$ cat src/design/csbc_regs.svh
// Register addresses, reset values, field positions and cycle counts of the stack and bit core
`ifndef CSBC_REGS_SVH
`define CSBC_REGS_SVH

// ****************************************************************
// Special function register addresses
// ****************************************************************
`define CSBC_STACK_POINTER_ADDR 8'h81
`define CSBC_DATA_POINTER_LOW_ADDR 8'h82
`define CSBC_DATA_POINTER_HIGH_ADDR 8'h83
`define CSBC_IDLE_SELECT_ADDR 8'h87
`define CSBC_CORE_STATUS_ADDR 8'h8F
`define CSBC_PRIMARY_OPERAND_ADDR 8'hE0
`define CSBC_SECOND_OPERAND_ADDR 8'hF0

// ****************************************************************
// Reset values
// ****************************************************************
`define CSBC_STACK_POINTER_RST 8'h07
`define CSBC_DATA_POINTER_LOW_RST 8'h00
`define CSBC_DATA_POINTER_HIGH_RST 8'h00
`define CSBC_IDLE_SELECT_RST 8'h00
`define CSBC_PRIMARY_OPERAND_RST 8'h00
`define CSBC_SECOND_OPERAND_RST 8'h00
`define CSBC_CARRY_RST 1'b0

// ****************************************************************
// Status fields and bit addressing
// ****************************************************************
`define CSBC_STATUS_CARRY_BIT 0
`define CSBC_STATUS_BUSY_BIT 1
`define CSBC_BIT_AREA_BASE 8'h20
`define CSBC_SFR_SPACE_BIT 7

// ****************************************************************
// Cycle counts from acceptance to done
// ****************************************************************
`define CSBC_SHORT_OP_CYCLES 1
`define CSBC_LONG_OP_CYCLES 2

`endif

$ cat src/design/placeholder_none.sv
// Intentionally absent

$ cat src/design/csbc_pkg.sv
// Types shared by the stack and bit core
package csbc_pkg;

  typedef enum logic [3:0] {
    CSBC_IDLE_OP = 4'h0,
    CSBC_PUSH_OP = 4'h1,
    CSBC_POP_OP = 4'h2,
    CSBC_MOVE_OP_C_BIT = 4'h3,
    CSBC_MOVE_OP_BIT_C = 4'h4,
    CSBC_CLEAR_OP_C = 4'h5,
    CSBC_CLEAR_OP_BIT = 4'h6,
    CSBC_SET_BIT_OP_C = 4'h7,
    CSBC_SET_BIT_OP_BIT = 4'h8,
    CSBC_COMPLEMENT_OP_C = 4'h9,
    CSBC_COMPLEMENT_OP_BIT = 4'hA,
    CSBC_AND_LOGIC_OP_BIT = 4'hB,
    CSBC_AND_LOGIC_OP_NBIT = 4'hC,
    CSBC_OR_LOGIC_OP_BIT = 4'hD,
    CSBC_OR_LOGIC_OP_NBIT = 4'hE
  } csbc_op_e;

  typedef enum logic [1:0] {
    CSBC_ST_READY = 2'b00,
    CSBC_ST_FETCH = 2'b01
  } csbc_state_e;

endpackage

$ cat src/design/csbc_bit_unit.sv
// Combinational bit and carry operator of the stack and bit core
`timescale 1ns/10ps
`include "csbc_regs.svh"

module csbc_bit_unit (
  input wire csbc_pkg::csbc_op_e op_i,
  input wire logic [7:0] byte_i,
  input wire logic [2:0] bit_sel_i,
  input wire logic carry_i,
  output logic [7:0] byte_o,
  output logic carry_o
);

  logic bit_val;

  always_comb begin
    bit_val = byte_i[bit_sel_i];
    byte_o = byte_i;
    carry_o = carry_i;
    unique case (op_i)
      csbc_pkg::CSBC_MOVE_OP_C_BIT: carry_o = bit_val;
      csbc_pkg::CSBC_MOVE_OP_BIT_C: byte_o[bit_sel_i] = carry_i;
      csbc_pkg::CSBC_CLEAR_OP_C: carry_o = 1'b0;
      csbc_pkg::CSBC_CLEAR_OP_BIT: byte_o[bit_sel_i] = 1'b0;
      csbc_pkg::CSBC_SET_BIT_OP_C: carry_o = 1'b1;
      csbc_pkg::CSBC_SET_BIT_OP_BIT: byte_o[bit_sel_i] = 1'b1;
      csbc_pkg::CSBC_COMPLEMENT_OP_C: carry_o = ~carry_i;
      csbc_pkg::CSBC_COMPLEMENT_OP_BIT: byte_o[bit_sel_i] = ~bit_val;
      csbc_pkg::CSBC_AND_LOGIC_OP_BIT: carry_o = carry_i & bit_val;
      csbc_pkg::CSBC_AND_LOGIC_OP_NBIT: carry_o = carry_i & ~bit_val;
      csbc_pkg::CSBC_OR_LOGIC_OP_BIT: carry_o = carry_i | bit_val;
      csbc_pkg::CSBC_OR_LOGIC_OP_NBIT: carry_o = carry_i | ~bit_val;
      default: begin
        byte_o = byte_i;
        carry_o = carry_i;
      end
    endcase
  end

endmodule

$ cat src/design/csbc_core.sv
// Stack, idle and carry bit engine with the core special function registers
//
// Strobed register access is this design's own decision.
`timescale 1ns/10ps
`include "csbc_regs.svh"

// Functional notes
// - A push increments the stack pointer first, then writes the direct byte at the new top, in 2 cycles.
// - A pop copies the byte at the stack top to the direct address, then decrements the pointer.
// - The idle operation changes nothing and finishes in one cycle.
// - Bit move copies an addressable bit into carry or carry into an addressable bit.
// - Clear forces carry (one cycle) or an addressable bit (two cycles) to zero.
// - Set forces carry (one cycle) or an addressable bit (two cycles) to one.
// - Complement inverts carry or an addressable bit; only the carry form touches a flag.
// - Bit AND replaces carry with carry AND the bit, or carry AND the inverted bit, in two cycles.
// - Bit OR replaces carry with carry OR the bit, or carry OR the inverted bit, in two cycles.
// - The stack pointer is read/write at 0x81 and resets to 0x07.
// - The data pointer low byte sits at 0x82 and high byte at 0x83, both resetting to zero.
// - The idle mode select register is read/write at 0x87 and resets to zero.
// - Primary operand at 0xE0 and second operand at 0xF0 are read/write and reset to zero.
module csbc_core (
  input wire logic sys_clk_i,
  input wire logic srst_i,
  input wire logic op_valid_i,
  input wire csbc_pkg::csbc_op_e op_code_i,
  input wire logic [7:0] op_addr_i,
  output logic op_ready_o,
  output logic op_done_o,
  output logic [7:0] mem_addr_o,
  output logic mem_sfr_o,
  output logic mem_re_o,
  output logic mem_we_o,
  output logic [7:0] mem_wdata_o,
  input wire logic [7:0] mem_rdata_i,
  input wire logic [7:0] reg_addr_i,
  input wire logic [7:0] reg_wdata_i,
  input wire logic reg_we_i,
  input wire logic reg_re_i,
  output logic [7:0] reg_rdata_o,
  output logic carry_flag_o,
  output logic [7:0] stack_pointer_o,
  output logic [15:0] data_pointer_o,
  output logic [7:0] idle_select_o,
  output logic [7:0] primary_operand_o,
  output logic [7:0] second_operand_o
);

  // ****************************************************************
  // State
  // ****************************************************************
  csbc_pkg::csbc_state_e state_reg;
  csbc_pkg::csbc_op_e op_reg;
  logic [7:0] src_addr_reg;
  logic src_sfr_reg;
  logic src_local_reg;
  logic [7:0] src_local_data_reg;
  logic [7:0] dest_addr_reg;
  logic [2:0] bit_sel_reg;
  logic [7:0] stack_pointer_reg;
  logic [7:0] data_pointer_low_reg;
  logic [7:0] data_pointer_high_reg;
  logic [7:0] idle_select_reg;
  logic [7:0] primary_operand_reg;
  logic [7:0] second_operand_reg;
  logic carry_flag_reg;
  logic op_ready_reg;
  logic op_done_reg;
  logic [7:0] mem_addr_reg;
  logic mem_sfr_reg;
  logic mem_re_reg;
  logic mem_we_reg;
  logic [7:0] mem_wdata_reg;
  logic [7:0] reg_rdata_reg;

  logic accept;
  logic fetch;
  logic is_long;
  logic is_bit_op;
  logic [7:0] bit_byte_addr;
  logic bit_sfr;
  logic [7:0] fetch_data;
  logic [7:0] unit_byte;
  logic unit_carry;
  logic eng_wr;
  logic [7:0] eng_wr_addr;
  logic eng_wr_sfr;
  logic [7:0] eng_wr_data;
  logic eng_wr_local;
  logic carry_dest;
  logic [7:0] accept_local_data;
  logic accept_local;

  // Only the special function space holds registers owned here
  function automatic logic is_local(input logic [7:0] addr, input logic sfr);
    is_local = sfr && (addr == `CSBC_STACK_POINTER_ADDR ||
                       addr == `CSBC_DATA_POINTER_LOW_ADDR ||
                       addr == `CSBC_DATA_POINTER_HIGH_ADDR ||
                       addr == `CSBC_IDLE_SELECT_ADDR ||
                       addr == `CSBC_CORE_STATUS_ADDR ||
                       addr == `CSBC_PRIMARY_OPERAND_ADDR ||
                       addr == `CSBC_SECOND_OPERAND_ADDR);
  endfunction

  function automatic logic [7:0] local_read(input logic [7:0] addr);
    local_read = 8'h00;
    unique case (addr)
      `CSBC_STACK_POINTER_ADDR: local_read = stack_pointer_reg;
      `CSBC_DATA_POINTER_LOW_ADDR: local_read = data_pointer_low_reg;
      `CSBC_DATA_POINTER_HIGH_ADDR: local_read = data_pointer_high_reg;
      `CSBC_IDLE_SELECT_ADDR: local_read = idle_select_reg;
      `CSBC_CORE_STATUS_ADDR: begin
        local_read[`CSBC_STATUS_CARRY_BIT] = carry_flag_reg;
        local_read[`CSBC_STATUS_BUSY_BIT] = ~op_ready_reg;
      end
      `CSBC_PRIMARY_OPERAND_ADDR: local_read = primary_operand_reg;
      `CSBC_SECOND_OPERAND_ADDR: local_read = second_operand_reg;
      default: local_read = 8'h00;
    endcase
  endfunction

  // ****************************************************************
  // Operation decode
  // ****************************************************************
  assign accept = (state_reg == csbc_pkg::CSBC_ST_READY) && op_valid_i && op_ready_reg;
  assign fetch = (state_reg == csbc_pkg::CSBC_ST_FETCH);

  always_comb begin
    is_bit_op = 1'b1;
    unique case (op_code_i)
      csbc_pkg::CSBC_IDLE_OP,
      csbc_pkg::CSBC_PUSH_OP,
      csbc_pkg::CSBC_POP_OP,
      csbc_pkg::CSBC_CLEAR_OP_C,
      csbc_pkg::CSBC_SET_BIT_OP_C,
      csbc_pkg::CSBC_COMPLEMENT_OP_C: is_bit_op = 1'b0;
      default: is_bit_op = 1'b1;
    endcase
    // Carry-only and idle forms finish at once; all others need a fetch cycle
    is_long = is_bit_op || op_code_i == csbc_pkg::CSBC_PUSH_OP ||
              op_code_i == csbc_pkg::CSBC_POP_OP;
  end

  // Bits 0x00-0x7F live in the RAM bit area, the rest in SFRs whose address ends in 0 or 8
  always_comb begin
    if (op_addr_i[`CSBC_SFR_SPACE_BIT]) begin
      bit_byte_addr = {op_addr_i[7:3], 3'b000};
      bit_sfr = 1'b1;
    end else begin
      bit_byte_addr = `CSBC_BIT_AREA_BASE + {4'h0, op_addr_i[6:3]};
      bit_sfr = 1'b0;
    end
  end

  always_comb begin
    accept_local = 1'b0;
    accept_local_data = 8'h00;
    if (op_code_i == csbc_pkg::CSBC_PUSH_OP) begin
      accept_local = is_local(op_addr_i, op_addr_i[`CSBC_SFR_SPACE_BIT]);
      accept_local_data = local_read(op_addr_i);
    end else if (is_bit_op) begin
      accept_local = is_local(bit_byte_addr, bit_sfr);
      accept_local_data = local_read(bit_byte_addr);
    end
  end

  // ****************************************************************
  // Engine sequencing
  // ****************************************************************
  always_ff @(posedge sys_clk_i) begin
    if (srst_i) begin
      state_reg <= csbc_pkg::CSBC_ST_READY;
      op_reg <= csbc_pkg::CSBC_IDLE_OP;
      src_addr_reg <= 8'h00;
      src_sfr_reg <= 1'b0;
      src_local_reg <= 1'b0;
      src_local_data_reg <= 8'h00;
      dest_addr_reg <= 8'h00;
      bit_sel_reg <= 3'h0;
      op_ready_reg <= 1'b0;
      op_done_reg <= 1'b0;
    end else begin
      op_ready_reg <= 1'b1;
      op_done_reg <= 1'b0;
      if (accept) begin
        op_reg <= op_code_i;
        bit_sel_reg <= op_addr_i[2:0];
        dest_addr_reg <= op_addr_i;
        src_local_reg <= accept_local;
        src_local_data_reg <= accept_local_data;
        if (op_code_i == csbc_pkg::CSBC_POP_OP) begin
          src_addr_reg <= stack_pointer_reg;
          src_sfr_reg <= 1'b0;
        end else if (op_code_i == csbc_pkg::CSBC_PUSH_OP) begin
          src_addr_reg <= op_addr_i;
          src_sfr_reg <= op_addr_i[`CSBC_SFR_SPACE_BIT];
        end else begin
          src_addr_reg <= bit_byte_addr;
          src_sfr_reg <= bit_sfr;
        end
        if (is_long) begin
          state_reg <= csbc_pkg::CSBC_ST_FETCH;
          op_ready_reg <= 1'b0;
        end else begin
          op_done_reg <= 1'b1;
        end
      end else if (fetch) begin
        state_reg <= csbc_pkg::CSBC_ST_READY;
        op_done_reg <= 1'b1;
      end
    end
  end

  // ****************************************************************
  // Fetch cycle datapath
  // ****************************************************************
  assign fetch_data = src_local_reg ? src_local_data_reg : mem_rdata_i;

  csbc_bit_unit u_bit_unit (
    .op_i(op_reg),
    .byte_i(fetch_data),
    .bit_sel_i(bit_sel_reg),
    .carry_i(carry_flag_reg),
    .byte_o(unit_byte),
    .carry_o(unit_carry)
  );

  always_comb begin
    eng_wr = 1'b0;
    eng_wr_addr = src_addr_reg;
    eng_wr_sfr = src_sfr_reg;
    eng_wr_data = unit_byte;
    carry_dest = 1'b0;
    if (fetch) begin
      unique case (op_reg)
        csbc_pkg::CSBC_PUSH_OP: begin
          eng_wr = 1'b1;
          eng_wr_addr = stack_pointer_reg;
          eng_wr_sfr = 1'b0;
          eng_wr_data = fetch_data;
        end
        csbc_pkg::CSBC_POP_OP: begin
          eng_wr = 1'b1;
          eng_wr_addr = dest_addr_reg;
          eng_wr_sfr = dest_addr_reg[`CSBC_SFR_SPACE_BIT];
          eng_wr_data = fetch_data;
        end
        csbc_pkg::CSBC_MOVE_OP_BIT_C,
        csbc_pkg::CSBC_CLEAR_OP_BIT,
        csbc_pkg::CSBC_SET_BIT_OP_BIT,
        csbc_pkg::CSBC_COMPLEMENT_OP_BIT: eng_wr = 1'b1;
        csbc_pkg::CSBC_MOVE_OP_C_BIT,
        csbc_pkg::CSBC_AND_LOGIC_OP_BIT,
        csbc_pkg::CSBC_AND_LOGIC_OP_NBIT,
        csbc_pkg::CSBC_OR_LOGIC_OP_BIT,
        csbc_pkg::CSBC_OR_LOGIC_OP_NBIT: carry_dest = 1'b1;
        default: eng_wr = 1'b0;
      endcase
    end
    eng_wr_local = eng_wr && is_local(eng_wr_addr, eng_wr_sfr);
  end

  // ****************************************************************
  // Memory port
  // ****************************************************************
  // Read is issued the cycle after acceptance; the write lands one cycle after the fetch
  always_ff @(posedge sys_clk_i) begin
    if (srst_i) begin
      mem_addr_reg <= 8'h00;
      mem_sfr_reg <= 1'b0;
      mem_re_reg <= 1'b0;
      mem_we_reg <= 1'b0;
      mem_wdata_reg <= 8'h00;
    end else begin
      mem_re_reg <= 1'b0;
      mem_we_reg <= 1'b0;
      if (accept && is_long && !accept_local) begin
        mem_re_reg <= 1'b1;
        if (op_code_i == csbc_pkg::CSBC_POP_OP) begin
          mem_addr_reg <= stack_pointer_reg;
          mem_sfr_reg <= 1'b0;
        end else if (op_code_i == csbc_pkg::CSBC_PUSH_OP) begin
          mem_addr_reg <= op_addr_i;
          mem_sfr_reg <= op_addr_i[`CSBC_SFR_SPACE_BIT];
        end else begin
          mem_addr_reg <= bit_byte_addr;
          mem_sfr_reg <= bit_sfr;
        end
      end else if (eng_wr && !eng_wr_local) begin
        mem_we_reg <= 1'b1;
        mem_addr_reg <= eng_wr_addr;
        mem_sfr_reg <= eng_wr_sfr;
        mem_wdata_reg <= eng_wr_data;
      end
    end
  end

  // ****************************************************************
  // Stack pointer
  // ****************************************************************
  always_ff @(posedge sys_clk_i) begin
    if (srst_i) begin
      stack_pointer_reg <= `CSBC_STACK_POINTER_RST;
    end else if (eng_wr_local && eng_wr_addr == `CSBC_STACK_POINTER_ADDR) begin
      // A pop into the pointer keeps the popped byte rather than decrementing it
      stack_pointer_reg <= eng_wr_data;
    end else if (accept && op_code_i == csbc_pkg::CSBC_PUSH_OP) begin
      stack_pointer_reg <= stack_pointer_reg + 8'h01;
    end else if (fetch && op_reg == csbc_pkg::CSBC_POP_OP) begin
      stack_pointer_reg <= stack_pointer_reg - 8'h01;
    end else if (reg_we_i && reg_addr_i == `CSBC_STACK_POINTER_ADDR) begin
      stack_pointer_reg <= reg_wdata_i;
    end
  end

  // ****************************************************************
  // Data pointer and idle select
  // ****************************************************************
  always_ff @(posedge sys_clk_i) begin
    if (srst_i) begin
      data_pointer_low_reg <= `CSBC_DATA_POINTER_LOW_RST;
      data_pointer_high_reg <= `CSBC_DATA_POINTER_HIGH_RST;
    end else begin
      if (eng_wr_local && eng_wr_addr == `CSBC_DATA_POINTER_LOW_ADDR) begin
        data_pointer_low_reg <= eng_wr_data;
      end else if (reg_we_i && reg_addr_i == `CSBC_DATA_POINTER_LOW_ADDR) begin
        data_pointer_low_reg <= reg_wdata_i;
      end
      if (eng_wr_local && eng_wr_addr == `CSBC_DATA_POINTER_HIGH_ADDR) begin
        data_pointer_high_reg <= eng_wr_data;
      end else if (reg_we_i && reg_addr_i == `CSBC_DATA_POINTER_HIGH_ADDR) begin
        data_pointer_high_reg <= reg_wdata_i;
      end
    end
  end

  always_ff @(posedge sys_clk_i) begin
    if (srst_i) begin
      idle_select_reg <= `CSBC_IDLE_SELECT_RST;
    end else if (eng_wr_local && eng_wr_addr == `CSBC_IDLE_SELECT_ADDR) begin
      idle_select_reg <= eng_wr_data;
    end else if (reg_we_i && reg_addr_i == `CSBC_IDLE_SELECT_ADDR) begin
      idle_select_reg <= reg_wdata_i;
    end
  end

  // ****************************************************************
  // Operand registers
  // ****************************************************************
  always_ff @(posedge sys_clk_i) begin
    if (srst_i) begin
      primary_operand_reg <= `CSBC_PRIMARY_OPERAND_RST;
      second_operand_reg <= `CSBC_SECOND_OPERAND_RST;
    end else begin
      if (eng_wr_local && eng_wr_addr == `CSBC_PRIMARY_OPERAND_ADDR) begin
        primary_operand_reg <= eng_wr_data;
      end else if (reg_we_i && reg_addr_i == `CSBC_PRIMARY_OPERAND_ADDR) begin
        primary_operand_reg <= reg_wdata_i;
      end
      if (eng_wr_local && eng_wr_addr == `CSBC_SECOND_OPERAND_ADDR) begin
        second_operand_reg <= eng_wr_data;
      end else if (reg_we_i && reg_addr_i == `CSBC_SECOND_OPERAND_ADDR) begin
        second_operand_reg <= reg_wdata_i;
      end
    end
  end

  // ****************************************************************
  // Carry flag
  // ****************************************************************
  // Engine updates win over a software write to the status register in the same cycle
  always_ff @(posedge sys_clk_i) begin
    if (srst_i) begin
      carry_flag_reg <= `CSBC_CARRY_RST;
    end else if (accept && !is_long) begin
      carry_flag_reg <= unit_carry_short(op_code_i, carry_flag_reg);
    end else if (carry_dest) begin
      carry_flag_reg <= unit_carry;
    end else if (eng_wr_local && eng_wr_addr == `CSBC_CORE_STATUS_ADDR) begin
      carry_flag_reg <= eng_wr_data[`CSBC_STATUS_CARRY_BIT];
    end else if (reg_we_i && reg_addr_i == `CSBC_CORE_STATUS_ADDR) begin
      carry_flag_reg <= reg_wdata_i[`CSBC_STATUS_CARRY_BIT];
    end
  end

  // Carry-only forms need no operand byte, so they resolve on acceptance
  function automatic logic unit_carry_short(input csbc_pkg::csbc_op_e op, input logic c);
    unit_carry_short = c;
    if (op == csbc_pkg::CSBC_CLEAR_OP_C) begin
      unit_carry_short = 1'b0;
    end else if (op == csbc_pkg::CSBC_SET_BIT_OP_C) begin
      unit_carry_short = 1'b1;
    end else if (op == csbc_pkg::CSBC_COMPLEMENT_OP_C) begin
      unit_carry_short = ~c;
    end
  endfunction

  // ****************************************************************
  // Register read port
  // ****************************************************************
  always_ff @(posedge sys_clk_i) begin
    if (srst_i) begin
      reg_rdata_reg <= 8'h00;
    end else if (reg_re_i) begin
      reg_rdata_reg <= local_read(reg_addr_i);
    end else begin
      reg_rdata_reg <= 8'h00;
    end
  end

  assign op_ready_o = op_ready_reg;
  assign op_done_o = op_done_reg;
  assign mem_addr_o = mem_addr_reg;
  assign mem_sfr_o = mem_sfr_reg;
  assign mem_re_o = mem_re_reg;
  assign mem_we_o = mem_we_reg;
  assign mem_wdata_o = mem_wdata_reg;
  assign reg_rdata_o = reg_rdata_reg;
  assign carry_flag_o = carry_flag_reg;
  assign stack_pointer_o = stack_pointer_reg;
  assign data_pointer_o = {data_pointer_high_reg, data_pointer_low_reg};
  assign idle_select_o = idle_select_reg;
  assign primary_operand_o = primary_operand_reg;
  assign second_operand_o = second_operand_reg;

endmodule

$ cat config.mk
export PLATFORM = sky130hd
export DESIGN_NAME = csbc_core
export DESIGN_NICKNAME = d
export VERILOG_FILES = /design/src/design/placeholder_none.sv /design/src/design/csbc_pkg.sv /design/src/design/csbc_bit_unit.sv /design/src/design/csbc_core.sv
export VERILOG_INCLUDE_DIRS = /design/src /design/src/design
export SDC_FILE = /design/constraint.sdc
export NUM_CORES = 1
export LEC_CHECK = 0
export BUFFER_PORTS_ARGS = -buffer_cell sky130_fd_sc_hd__buf_2
export CELL_PAD_IN_SITES_DETAIL_PLACEMENT = 0
export CELL_PAD_IN_SITES_GLOBAL_PLACEMENT = 2
export CORE_AREA = 2 2 148 150
export CTS_BUF_LIST = sky130_fd_sc_hd__clkbuf_4 sky130_fd_sc_hd__clkbuf_8 sky130_fd_sc_hd__clkbuf_16
export CTS_CLUSTER_SIZE = 8
export DETAILED_ROUTE_END_ITERATION = 7
export DIE_AREA = 0 0 150 152
export PLACE_DENSITY_LB_ADDON = 0.15
export SLEW_MARGIN = 25
export SYNTH_ARGS = -nofsm -noshare
export SYNTH_HDL_FRONTEND = slang
export SYNTH_SLANG_ARGS = --single-unit
$ cat constraint.sdc
create_clock -name sys_clk_i -period 3.47 [get_ports sys_clk_i]
set_input_delay 0.1735 -clock sys_clk_i [delete_from_list [all_inputs] [get_ports sys_clk_i]]
set_output_delay 0.1735 -clock sys_clk_i [all_outputs]
set_load 0.03 [all_outputs]
==> results of run 1 <==
==> routing by layer <==
layer	share of wire (%)	GRT usage, %	vias up
met5	0	0	-
met2	48	42.0	206
met1	45	33.8	3453
met3	4.3	3.24	37
met4	2.5	7.01	0
li1	-	-	3422
==> kinds of logic (layout without fill, tap and decap cells) <==
| logic type | count (synthesis) | in the layout | share of synthesized area [%] |
|---|---|---|---|
| compound gates | 259 | 259 | 27.0 |
| xor+xnor | 4 | 4 | 0.510 |
| fa+ha+maj | 2 | 2 | 0.364 |
| buf+inv | 78 | 188 | 4.74 |
| flops | 109 | 109 | 31.8 |
| mux | 83 | 83 | 12.4 |
| simple gates | 322 | 322 | 23.2 |
==> report_power, final <==
part	internal, mW	total [mW]	switching, mW
sequential	1.28	1.31	0.0347
combinational	0.138	0.421	0.283
clock	0.511	1.07	0.554
==> critical path, cell delays in order (launching register included) <==
cell	delay, ps
dfxtp_1	630
or4b_1	370
o22ai_2	150
a211o_1	340
or3_1	400
nor4_1	480
buf_4	200
o21ai_0	110
a211oi_1	190
a221oi_1	100
==> final cells by class <==
type                            count  area share (%)
Multi-Input combinational cell    670            53.7
Sequential cell                   109            26.8
Timing Repair Buffer              158            11.0
Tap cell                          280            4.31
Clock buffer                       10            2.86
Inverter                           14           0.646
Clock inverter                      6           0.631
==> worst min-delay path by stage <==
stage	startpoint	endpoint	slack, ps
detailed placement	mem_addr_o[6]	mem_addr_o[6]	460
global placement	mem_addr_o[6]	mem_addr_o[6]	460
CTS	op_addr_i[5]	dest_addr_reg[5]	80
floorplan	op_code_i[3]	op_reg[3]	310
global route	op_addr_i[5]	dest_addr_reg[5]	90
finish	op_addr_i[5]	dest_addr_reg[5]	90
==> cells in the mapped netlist, types with 4 or more instances <==
master    instances
a211oi_1         49
a211oi_2          4
a21oi_1          60
a221o_1           5
a221oi_1         18
a22oi_1          13
a311oi_2          8
a31oi_1           4
and2_1            4
buf_1             6
buf_2             8
clkbuf_1         47
dfxtp_1         109
inv_1            14
mux2_2            5
mux2i_1          76
nand2_1          80
nand2b_1          4
nand3_1          37
nand3b_1         11
nand4_1           6
nor2_1          109
nor2b_1           4
nor3_1           18
nor3b_1           9
nor4_1            4
o211ai_1          6
o21a_1            6
o21ai_0          32
o22a_1            4
o22ai_1          24
or3_1             5
or3b_2            8
==> results.json, run 1 <==
{
  "status": "complete, no violations",
  "fp.dieH_microns": 152,
  "cts_resized": 0,
  "synth_nets": 900,
  "cts_tree": "done",
  "regArea_sq_um": 2180,
  "nNetsFinal": 1005,
  "crit_path_end_kind": "flip-flop",
  "die_x_microns": 150,
  "grt_max_degree": 67,
  "critPathCapture": "carry_flag_o",
  "clock_path_buffers": 2,
  "hold_slack_ps": 90.4,
  "drt-total-wl_microns": 28600,
  "layout_common_cells": "buf_2, nor2_1, dfxtp_1",
  "diodes": 0,
  "gp_congestion": 0.880,
  "routed_via_density": 5.71,
  "wl_per_cell_microns": 22.9,
  "clock-sinks": 109,
  "skew_ps": 12.5,
  "r2r-end": "carry_flag_o",
  "power_mw": 2.80,
  "reg2reg_depth": 9,
  "io_buffers": 118,
  "worstMarginPinSlew_ps": 1050,
  "layout_commonest_cell": "buf_2",
  "yosysSeqAreaShare_pct": 31.8,
  "cts_hold_repair.buffers": 0,
  "p_per_area_nw_per_um2": 344,
  "final_cells": 1247,
  "ctsHtreeMaxLevel": 3,
  "dp_slack_ps": 375,
  "crit_path_start_kind": "flip-flop",
  "dp.cells": 1231,
  "r2r_slack_ps": 330,
  "clkSlewWorstSetupHoldPaths_ps": 80,
  "drtIter0Drc": 472,
  "postSynthAreaPerCell_sq_um": 8.01,
  "postCtsSetupRepairBufs": 0,
  "coreArea_sq_um": 21400,
  "numCtsBuffers": 9,
  "io_pins": 119,
  "synthTopCellsByArea": "dfxtp_1, mux2i_1, nor2_1, a211oi_1, a21oi_1",
  "ys_types": 70,
  "syn2layout_area_growth_pct": 18.4,
  "drc": 0,
  "holdPathStages": 3,
  "hold_path.class": "in2reg",
  "r2r-start": "op_reg[2]",
  "die_area_sq_um": 22800,
  "synth_top_area_share_pct": 31.8,
  "min_period_ps": 3140,
  "drv_slew": 0,
  "maxCapViolCount": 0,
  "synth_ff_type": "dfxtp_1",
  "final_util_pct": 38.1,
  "grt_pass1_vias": 6855,
  "synth_cells": 857,
  "overflow": 0,
  "grt_pass1_wl_microns": 43400,
  "stdcell_area_sq_um": 8130,
  "critPathKind": "reg2reg",
  "arrival_ps": 3340,
  "place_area_sq_um": 7850,
  "critPathRequiredTime_ps": 3670,
  "dr.pass1.iters": 7,
  "rsz0062_at_grt": "false",
  "yosysTopAreaCell": "dfxtp_1",
  "std_cell_rows": 54,
  "setup_violations": 0,
  "ys_ff_latch": 109,
  "relSlewSlack_pct": 29.4,
  "cts-root-buf": "clkbuf_16",
  "synth-edff-count": 0,
  "final_hold_viol_count": 0,
  "vias": 7118,
  "clock_latency_ps": 370,
  "yosys_warnings": 0,
  "peakVddDrop_v": 0.000195,
  "ant_nets": 0,
  "grt_antenna_before_repair": 0,
  "cp-startpoint": "op_reg[2]",
  "netlist_area_sq_um": 6870,
  "p_leak_nw": 3.16,
  "layout-drive-gt1-share_pct": 22.4,
  "setup_ws_ps": 326,
  "cp_max_fo": 13,
  "hpwlAfterDp_microns": 21100,
  "fmax_mhz": 318,
  "multi_input_area_sq_um": 4370,
  "n_fill_cell": 2328,
  "synth_async_sr_flop_share_pct": 0,
  "start_util_pct": 32.2,
  "grt_usage_pct": 25.1,
  "period_share_pct": 90.6,
  "fin_tns_setup_ps": 0
}
(Power assumes the default switching activity.)
==> inputs of run 2 (changes only) <==
- GPL_TIMING_DRIVEN: unset -> 0
- MAX_ROUTING_LAYER: unset -> met4
- PLACE_DENSITY: unset -> 0.9
- PLACE_DENSITY_LB_ADDON: 0.15 -> unset
==> results.json, run 2 (synthesized netlist as in run 1, its figures left out) <==
{
  "diodes": 0,
  "skew_ps": 12.9,
  "power_mw": 2.90,
  "maxCapViolCount": 0,
  "start_util_pct": 32.2,
  "overflow": 0,
  "grt_usage_pct": 26.1,
  "internal-power_mw": 1.99,
  "cp_num_buf_inv": 0,
  "clock-sinks": 109,
  "cp_max_fo": 9,
  "drc": 0,
  "peakVddDrop_v": 0.000219,
  "io_buffers": 115,
  "p_clk_share_pct": 39.9,
  "io_pins": 119,
  "fmax_mhz": 302,
  "cpLargestDelayFamily": "compound AO/OA/AOI/OAI gates",
  "setup_violations": 0,
  "coreArea_sq_um": 21400,
  "grt_pass1_wl_microns": 43900,
  "critPathRequiredTime_ps": 3750,
  "cp_slowest_cell": "dfxtp_1",
  "p_leak_nw": 3.08,
  "p_per_area_nw_per_um2": 357,
  "drtIter0Drc": 748,
  "clock_path_buffers": 2,
  "worstMarginPinSlew_ps": 1060,
  "critPathKind": "reg2reg",
  "clkSlewWorstSetupHoldPaths_ps": 80,
  "period_share_pct": 95.5,
  "gp_congestion": 0.929,
  "swShare_pct": 31.3,
  "cts_hold_repair.buffers": 0,
  "crit_path_start_kind": "flip-flop",
  "status": "complete, no violations",
  "drt-total-wl_microns": 29300,
  "drv_slew": 0,
  "path_cells": "mux2_2 -> a22o_1 -> nor4_2 -> nor4_1 -> a21oi_2 -> a2bb2oi_2 -> nor2_1 -> a311oi_2",
  "min_period_ps": 3310,
  "grt_pass1_vias": 7061,
  "die_area_sq_um": 22800,
  "die_x_microns": 150,
  "std_cell_rows": 54,
  "crit_path_end_kind": "flip-flop",
  "hpwlAfterDp_microns": 22000,
  "syn2layout_area_growth_pct": 18.5,
  "layout_commonest_cell": "buf_2",
  "ant_nets": 0,
  "p_switching_mw": 0.909,
  "grt_antenna_before_repair": 0,
  "rsz0062_at_grt": "false",
  "cts_tree": "done",
  "share_seq_of_total_power_pct": 44.9,
  "routed_via_density": 5.90,
  "numCtsBuffers": 9,
  "layout-drive-gt1-share_pct": 19.7,
  "final_hold_viol_count": 0,
  "dr.pass1.iters": 6,
  "comb_power_share_pct": 15.2,
  "cts-root-buf": "clkbuf_16",
  "fin_tns_setup_ps": 0,
  "arrival_ps": 3590,
  "grt_max_degree": 21,
  "fp.dieH_microns": 152,
  "ctsHtreeMaxLevel": 3,
  "hold_path.class": "in2reg",
  "final_cells": 1267,
  "layout_common_cells": "buf_2, nor2_1, dfxtp_1",
  "dp.cells": 1252,
  "clock_latency_ps": 370,
  "wl_per_cell_microns": 23.1,
  "final_util_pct": 38.1,
  "cpPeakStageDelay_ps": 630,
  "hold_slack_ps": 99.0,
  "nNetsFinal": 1025,
  "vias": 7475,
  "relSlewSlack_pct": 29.1
}
## run 2: cell types whose count changed in the layout (fill, tap and decap cells not counted), moves of 6 or more
cell      change
buf_1         +6
buf_2         +6
buf_4        -41
clkbuf_1     +45
## run 2: final cells by class
class                           count  area (sq um)
Fill cell                        2354         13200
Sequential cell                   109          2180
Inverter                           14          52.6
Timing Repair Buffer              115           576
Clock buffer                        9           225
Multi-Input combinational cell    670          4390
Tap cell                          280           350
Clock inverter                      7          87.6
Buffer                             63           270
## run 2: what timing repair did
item                       4_1_cts  5_1_grt
resized for setup                1        7
setup endpoints to repair        1       31
buffers inserted                 0        0
## run 2: worst reg2reg max path, cell delays in order, from the launching register on
cell       delay, ps
dfxtp_1          630
mux2_2           410
a22o_1           220
nor4_2           430
nor4_1           130
a21oi_2          420
a2bb2oi_2        610
nor2_1           130
a311oi_2         250
## run 2: final timing paths
| kind | from | endpoint | slack [ps] | cells past startpoint |
|---|---|---|---|---|
| worst max-delay path | src_local_reg | idle_select_o[2] | 160 | 8 |
| worst min-delay path | op_code_i[1] | op_reg[1] | 100 | 3 |
| worst max register to register | src_local_reg | idle_select_o[2] | 160 | 8 |
| worst min register to register | dest_addr_reg[3] | dest_addr_reg[3] | 460 | 2 |
## run 2: power by group through the flow
stage / logic [mW] / clock network (mW) / registers (mW)
2_1_floorplan: 0.243 / 0 / 1.34
3_3_place_gp: 0.430 / 0 / 1.33
3_5_place_dp: 0.434 / 0 / 1.33
4_1_cts: 0.436 / 1.16 / 1.30
5_1_grt: 0.469 / 1.20 / 1.31
6_report: 0.441 / 1.16 / 1.30
## run 2: per-layer routing
layer | part of all wire, % | GRT usage, %
met1 | 45 | 35.6
met2 | 46 | 39.9
met3 | 6.0 | 2.88
met4 | 3.2 | 9.21
met5 | 0 | -
## run 2: through the flow
stage                     setup slack (ps)  cell area, sq um
after floorplan                        754              6870
after global placement                -363              7790
after detailed placement              12.6              7810
after CTS                             10.7              8120
after global routing                  30.6              8140
final                                  156              8140
==> inputs of run 3 (changes only) <==
- HOLD_SLACK_MARGIN: unset -> 0.15
==> results.json, run 3 (synthesized netlist as in run 1, its figures left out) <==
{
  "cp_num_buf_inv": 0,
  "drtIter0Drc": 790,
  "grt_pass1_wl_microns": 44000,
  "ctsHtreeMaxLevel": 3,
  "critPathKind": "reg2reg",
  "std_cell_rows": 54,
  "peakVddDrop_v": 0.000220,
  "fmax_mhz": 303,
  "status": "complete, no violations",
  "p_leak_nw": 3.12,
  "cts_tree": "done",
  "layout_common_cells": "buf_2, nor2_1, dfxtp_1",
  "clock_path_buffers": 2,
  "final_util_pct": 38.5,
  "grt_max_degree": 21,
  "grt_usage_pct": 26.1,
  "rsz0062_at_grt": "false",
  "internal-power_mw": 2.00,
  "cp_max_fo": 9,
  "dp_slack_ps": 12.6,
  "comb_power_share_pct": 15.5,
  "multi_input_area_sq_um": 4390,
  "wl_per_cell_microns": 23.0,
  "io_pins": 119,
  "ant_nets": 0,
  "p_per_area_nw_per_um2": 354,
  "final_hold_viol_count": 0,
  "n_fill_cell": 2345,
  "grt_pass1_vias": 7081,
  "drv_slew": 0,
  "coreArea_sq_um": 21400,
  "clock-sinks": 109,
  "overflow": 0,
  "relSlewSlack_pct": 33.2,
  "grt_antenna_before_repair": 0,
  "crit_path_start_kind": "flip-flop",
  "power_mw": 2.91,
  "p_clk_share_pct": 39.7,
  "maxCapViolCount": 0,
  "numCtsBuffers": 9,
  "gp_congestion": 0.929,
  "vias": 7472,
  "period_share_pct": 95.2,
  "setup_ws_ps": 167,
  "critPathRequiredTime_ps": 3750,
  "share_seq_of_total_power_pct": 44.8,
  "die_area_sq_um": 22800,
  "routed_via_density": 5.86,
  "p_switching_mw": 0.908,
  "cpPeakStageDelay_ps": 630,
  "die_x_microns": 150,
  "place_area_sq_um": 7810,
  "crit_path_end_kind": "flip-flop",
  "regArea_sq_um": 2180,
  "cpLargestDelayFamily": "compound AO/OA/AOI/OAI gates",
  "arrival_ps": 3580,
  "cts-root-buf": "clkbuf_16",
  "dr.pass1.iters": 6,
  "skew_ps": 12.2,
  "drt-total-wl_microns": 29400,
  "layout-drive-gt1-share_pct": 19.5,
  "hpwlAfterDp_microns": 22000,
  "diodes": 0,
  "path_cells": "mux2_2 -> a22o_1 -> nor4_2 -> nor4_1 -> a21oi_2 -> a2bb2oi_2 -> nor2_1 -> a311oi_2",
  "io_buffers": 115,
  "fp.dieH_microns": 152,
  "start_util_pct": 32.2,
  "clock_latency_ps": 370,
  "drc": 0,
  "layout_commonest_cell": "buf_2",
  "min_period_ps": 3300,
  "cp_slowest_cell": "dfxtp_1",
  "worstMarginPinSlew_ps": 1000,
  "hold_path.class": "in2reg",
  "nNetsFinal": 1034,
  "stdcell_area_sq_um": 8230,
  "swShare_pct": 31.2,
  "syn2layout_area_growth_pct": 19.8,
  "setup_violations": 0,
  "clkSlewWorstSetupHoldPaths_ps": 90,
  "hold_slack_ps": 199
}
[run 3: power by group through the flow]
stage          combinational (mW)  sequential (mW)  clock (mW)
5_1_grt                     0.477             1.31        1.20
4_1_cts                     0.444             1.30        1.16
6_report                    0.450             1.30        1.15
2_1_floorplan               0.243             1.34           0
3_3_place_gp                0.430             1.33           0
3_5_place_dp                0.434             1.33           0
[run 3: tightest hold or removal path, stage by stage]
cell,delay [ps]
buf_2,70
nand2b_1,160
nor2_1,130
[run 3: per-stage QoR]
stage	setup TNS [ps]	instances
detailed placement	0	1252
CTS	0	1277
global placement	-2050	1252
global route	0	1276
floorplan	0	857
finish	0	1276
[run 3: final timing paths]
| kind | startpoint | end | slack [ps] | cells past startpoint |
|---|---|---|---|---|
| max | src_local_reg | idle_select_o[2] | 170 | 8 |
| min | reg_re_i | reg_rdata_o[4] | 200 | 3 |
| max reg2reg | src_local_reg | idle_select_o[2] | 170 | 8 |
| min reg2reg | mem_addr_o[6] | mem_addr_o[6] | 460 | 2 |
[run 3: repair_timing]
item,in CTS,in global routing
hold buffers,9,0
endpoints found under the hold margin,9,0
setup endpoints to repair,1,31
buffers inserted,0,0
gates resized for setup,1,7
[run 3: final cells by class]
class	instances	area share, %
Buffer	63	3.29
Clock buffer	9	2.74
Clock inverter	7	1.06
Inverter	14	0.639
Multi-Input combinational cell	670	53.4
Sequential cell	109	26.5
Tap cell	280	4.26
Timing Repair Buffer	124	8.09
[run 3: routing by layer]
layer | vias up | global-route usage, % | share of wire [%]
li1 | 3486 | - | -
met1 | 3635 | 35.6 | 45
met2 | 300 | 40.0 | 46
met3 | 51 | 2.76 | 5.9
met4 | 0 | 9.21 | 3.0
met5 | - | - | 0
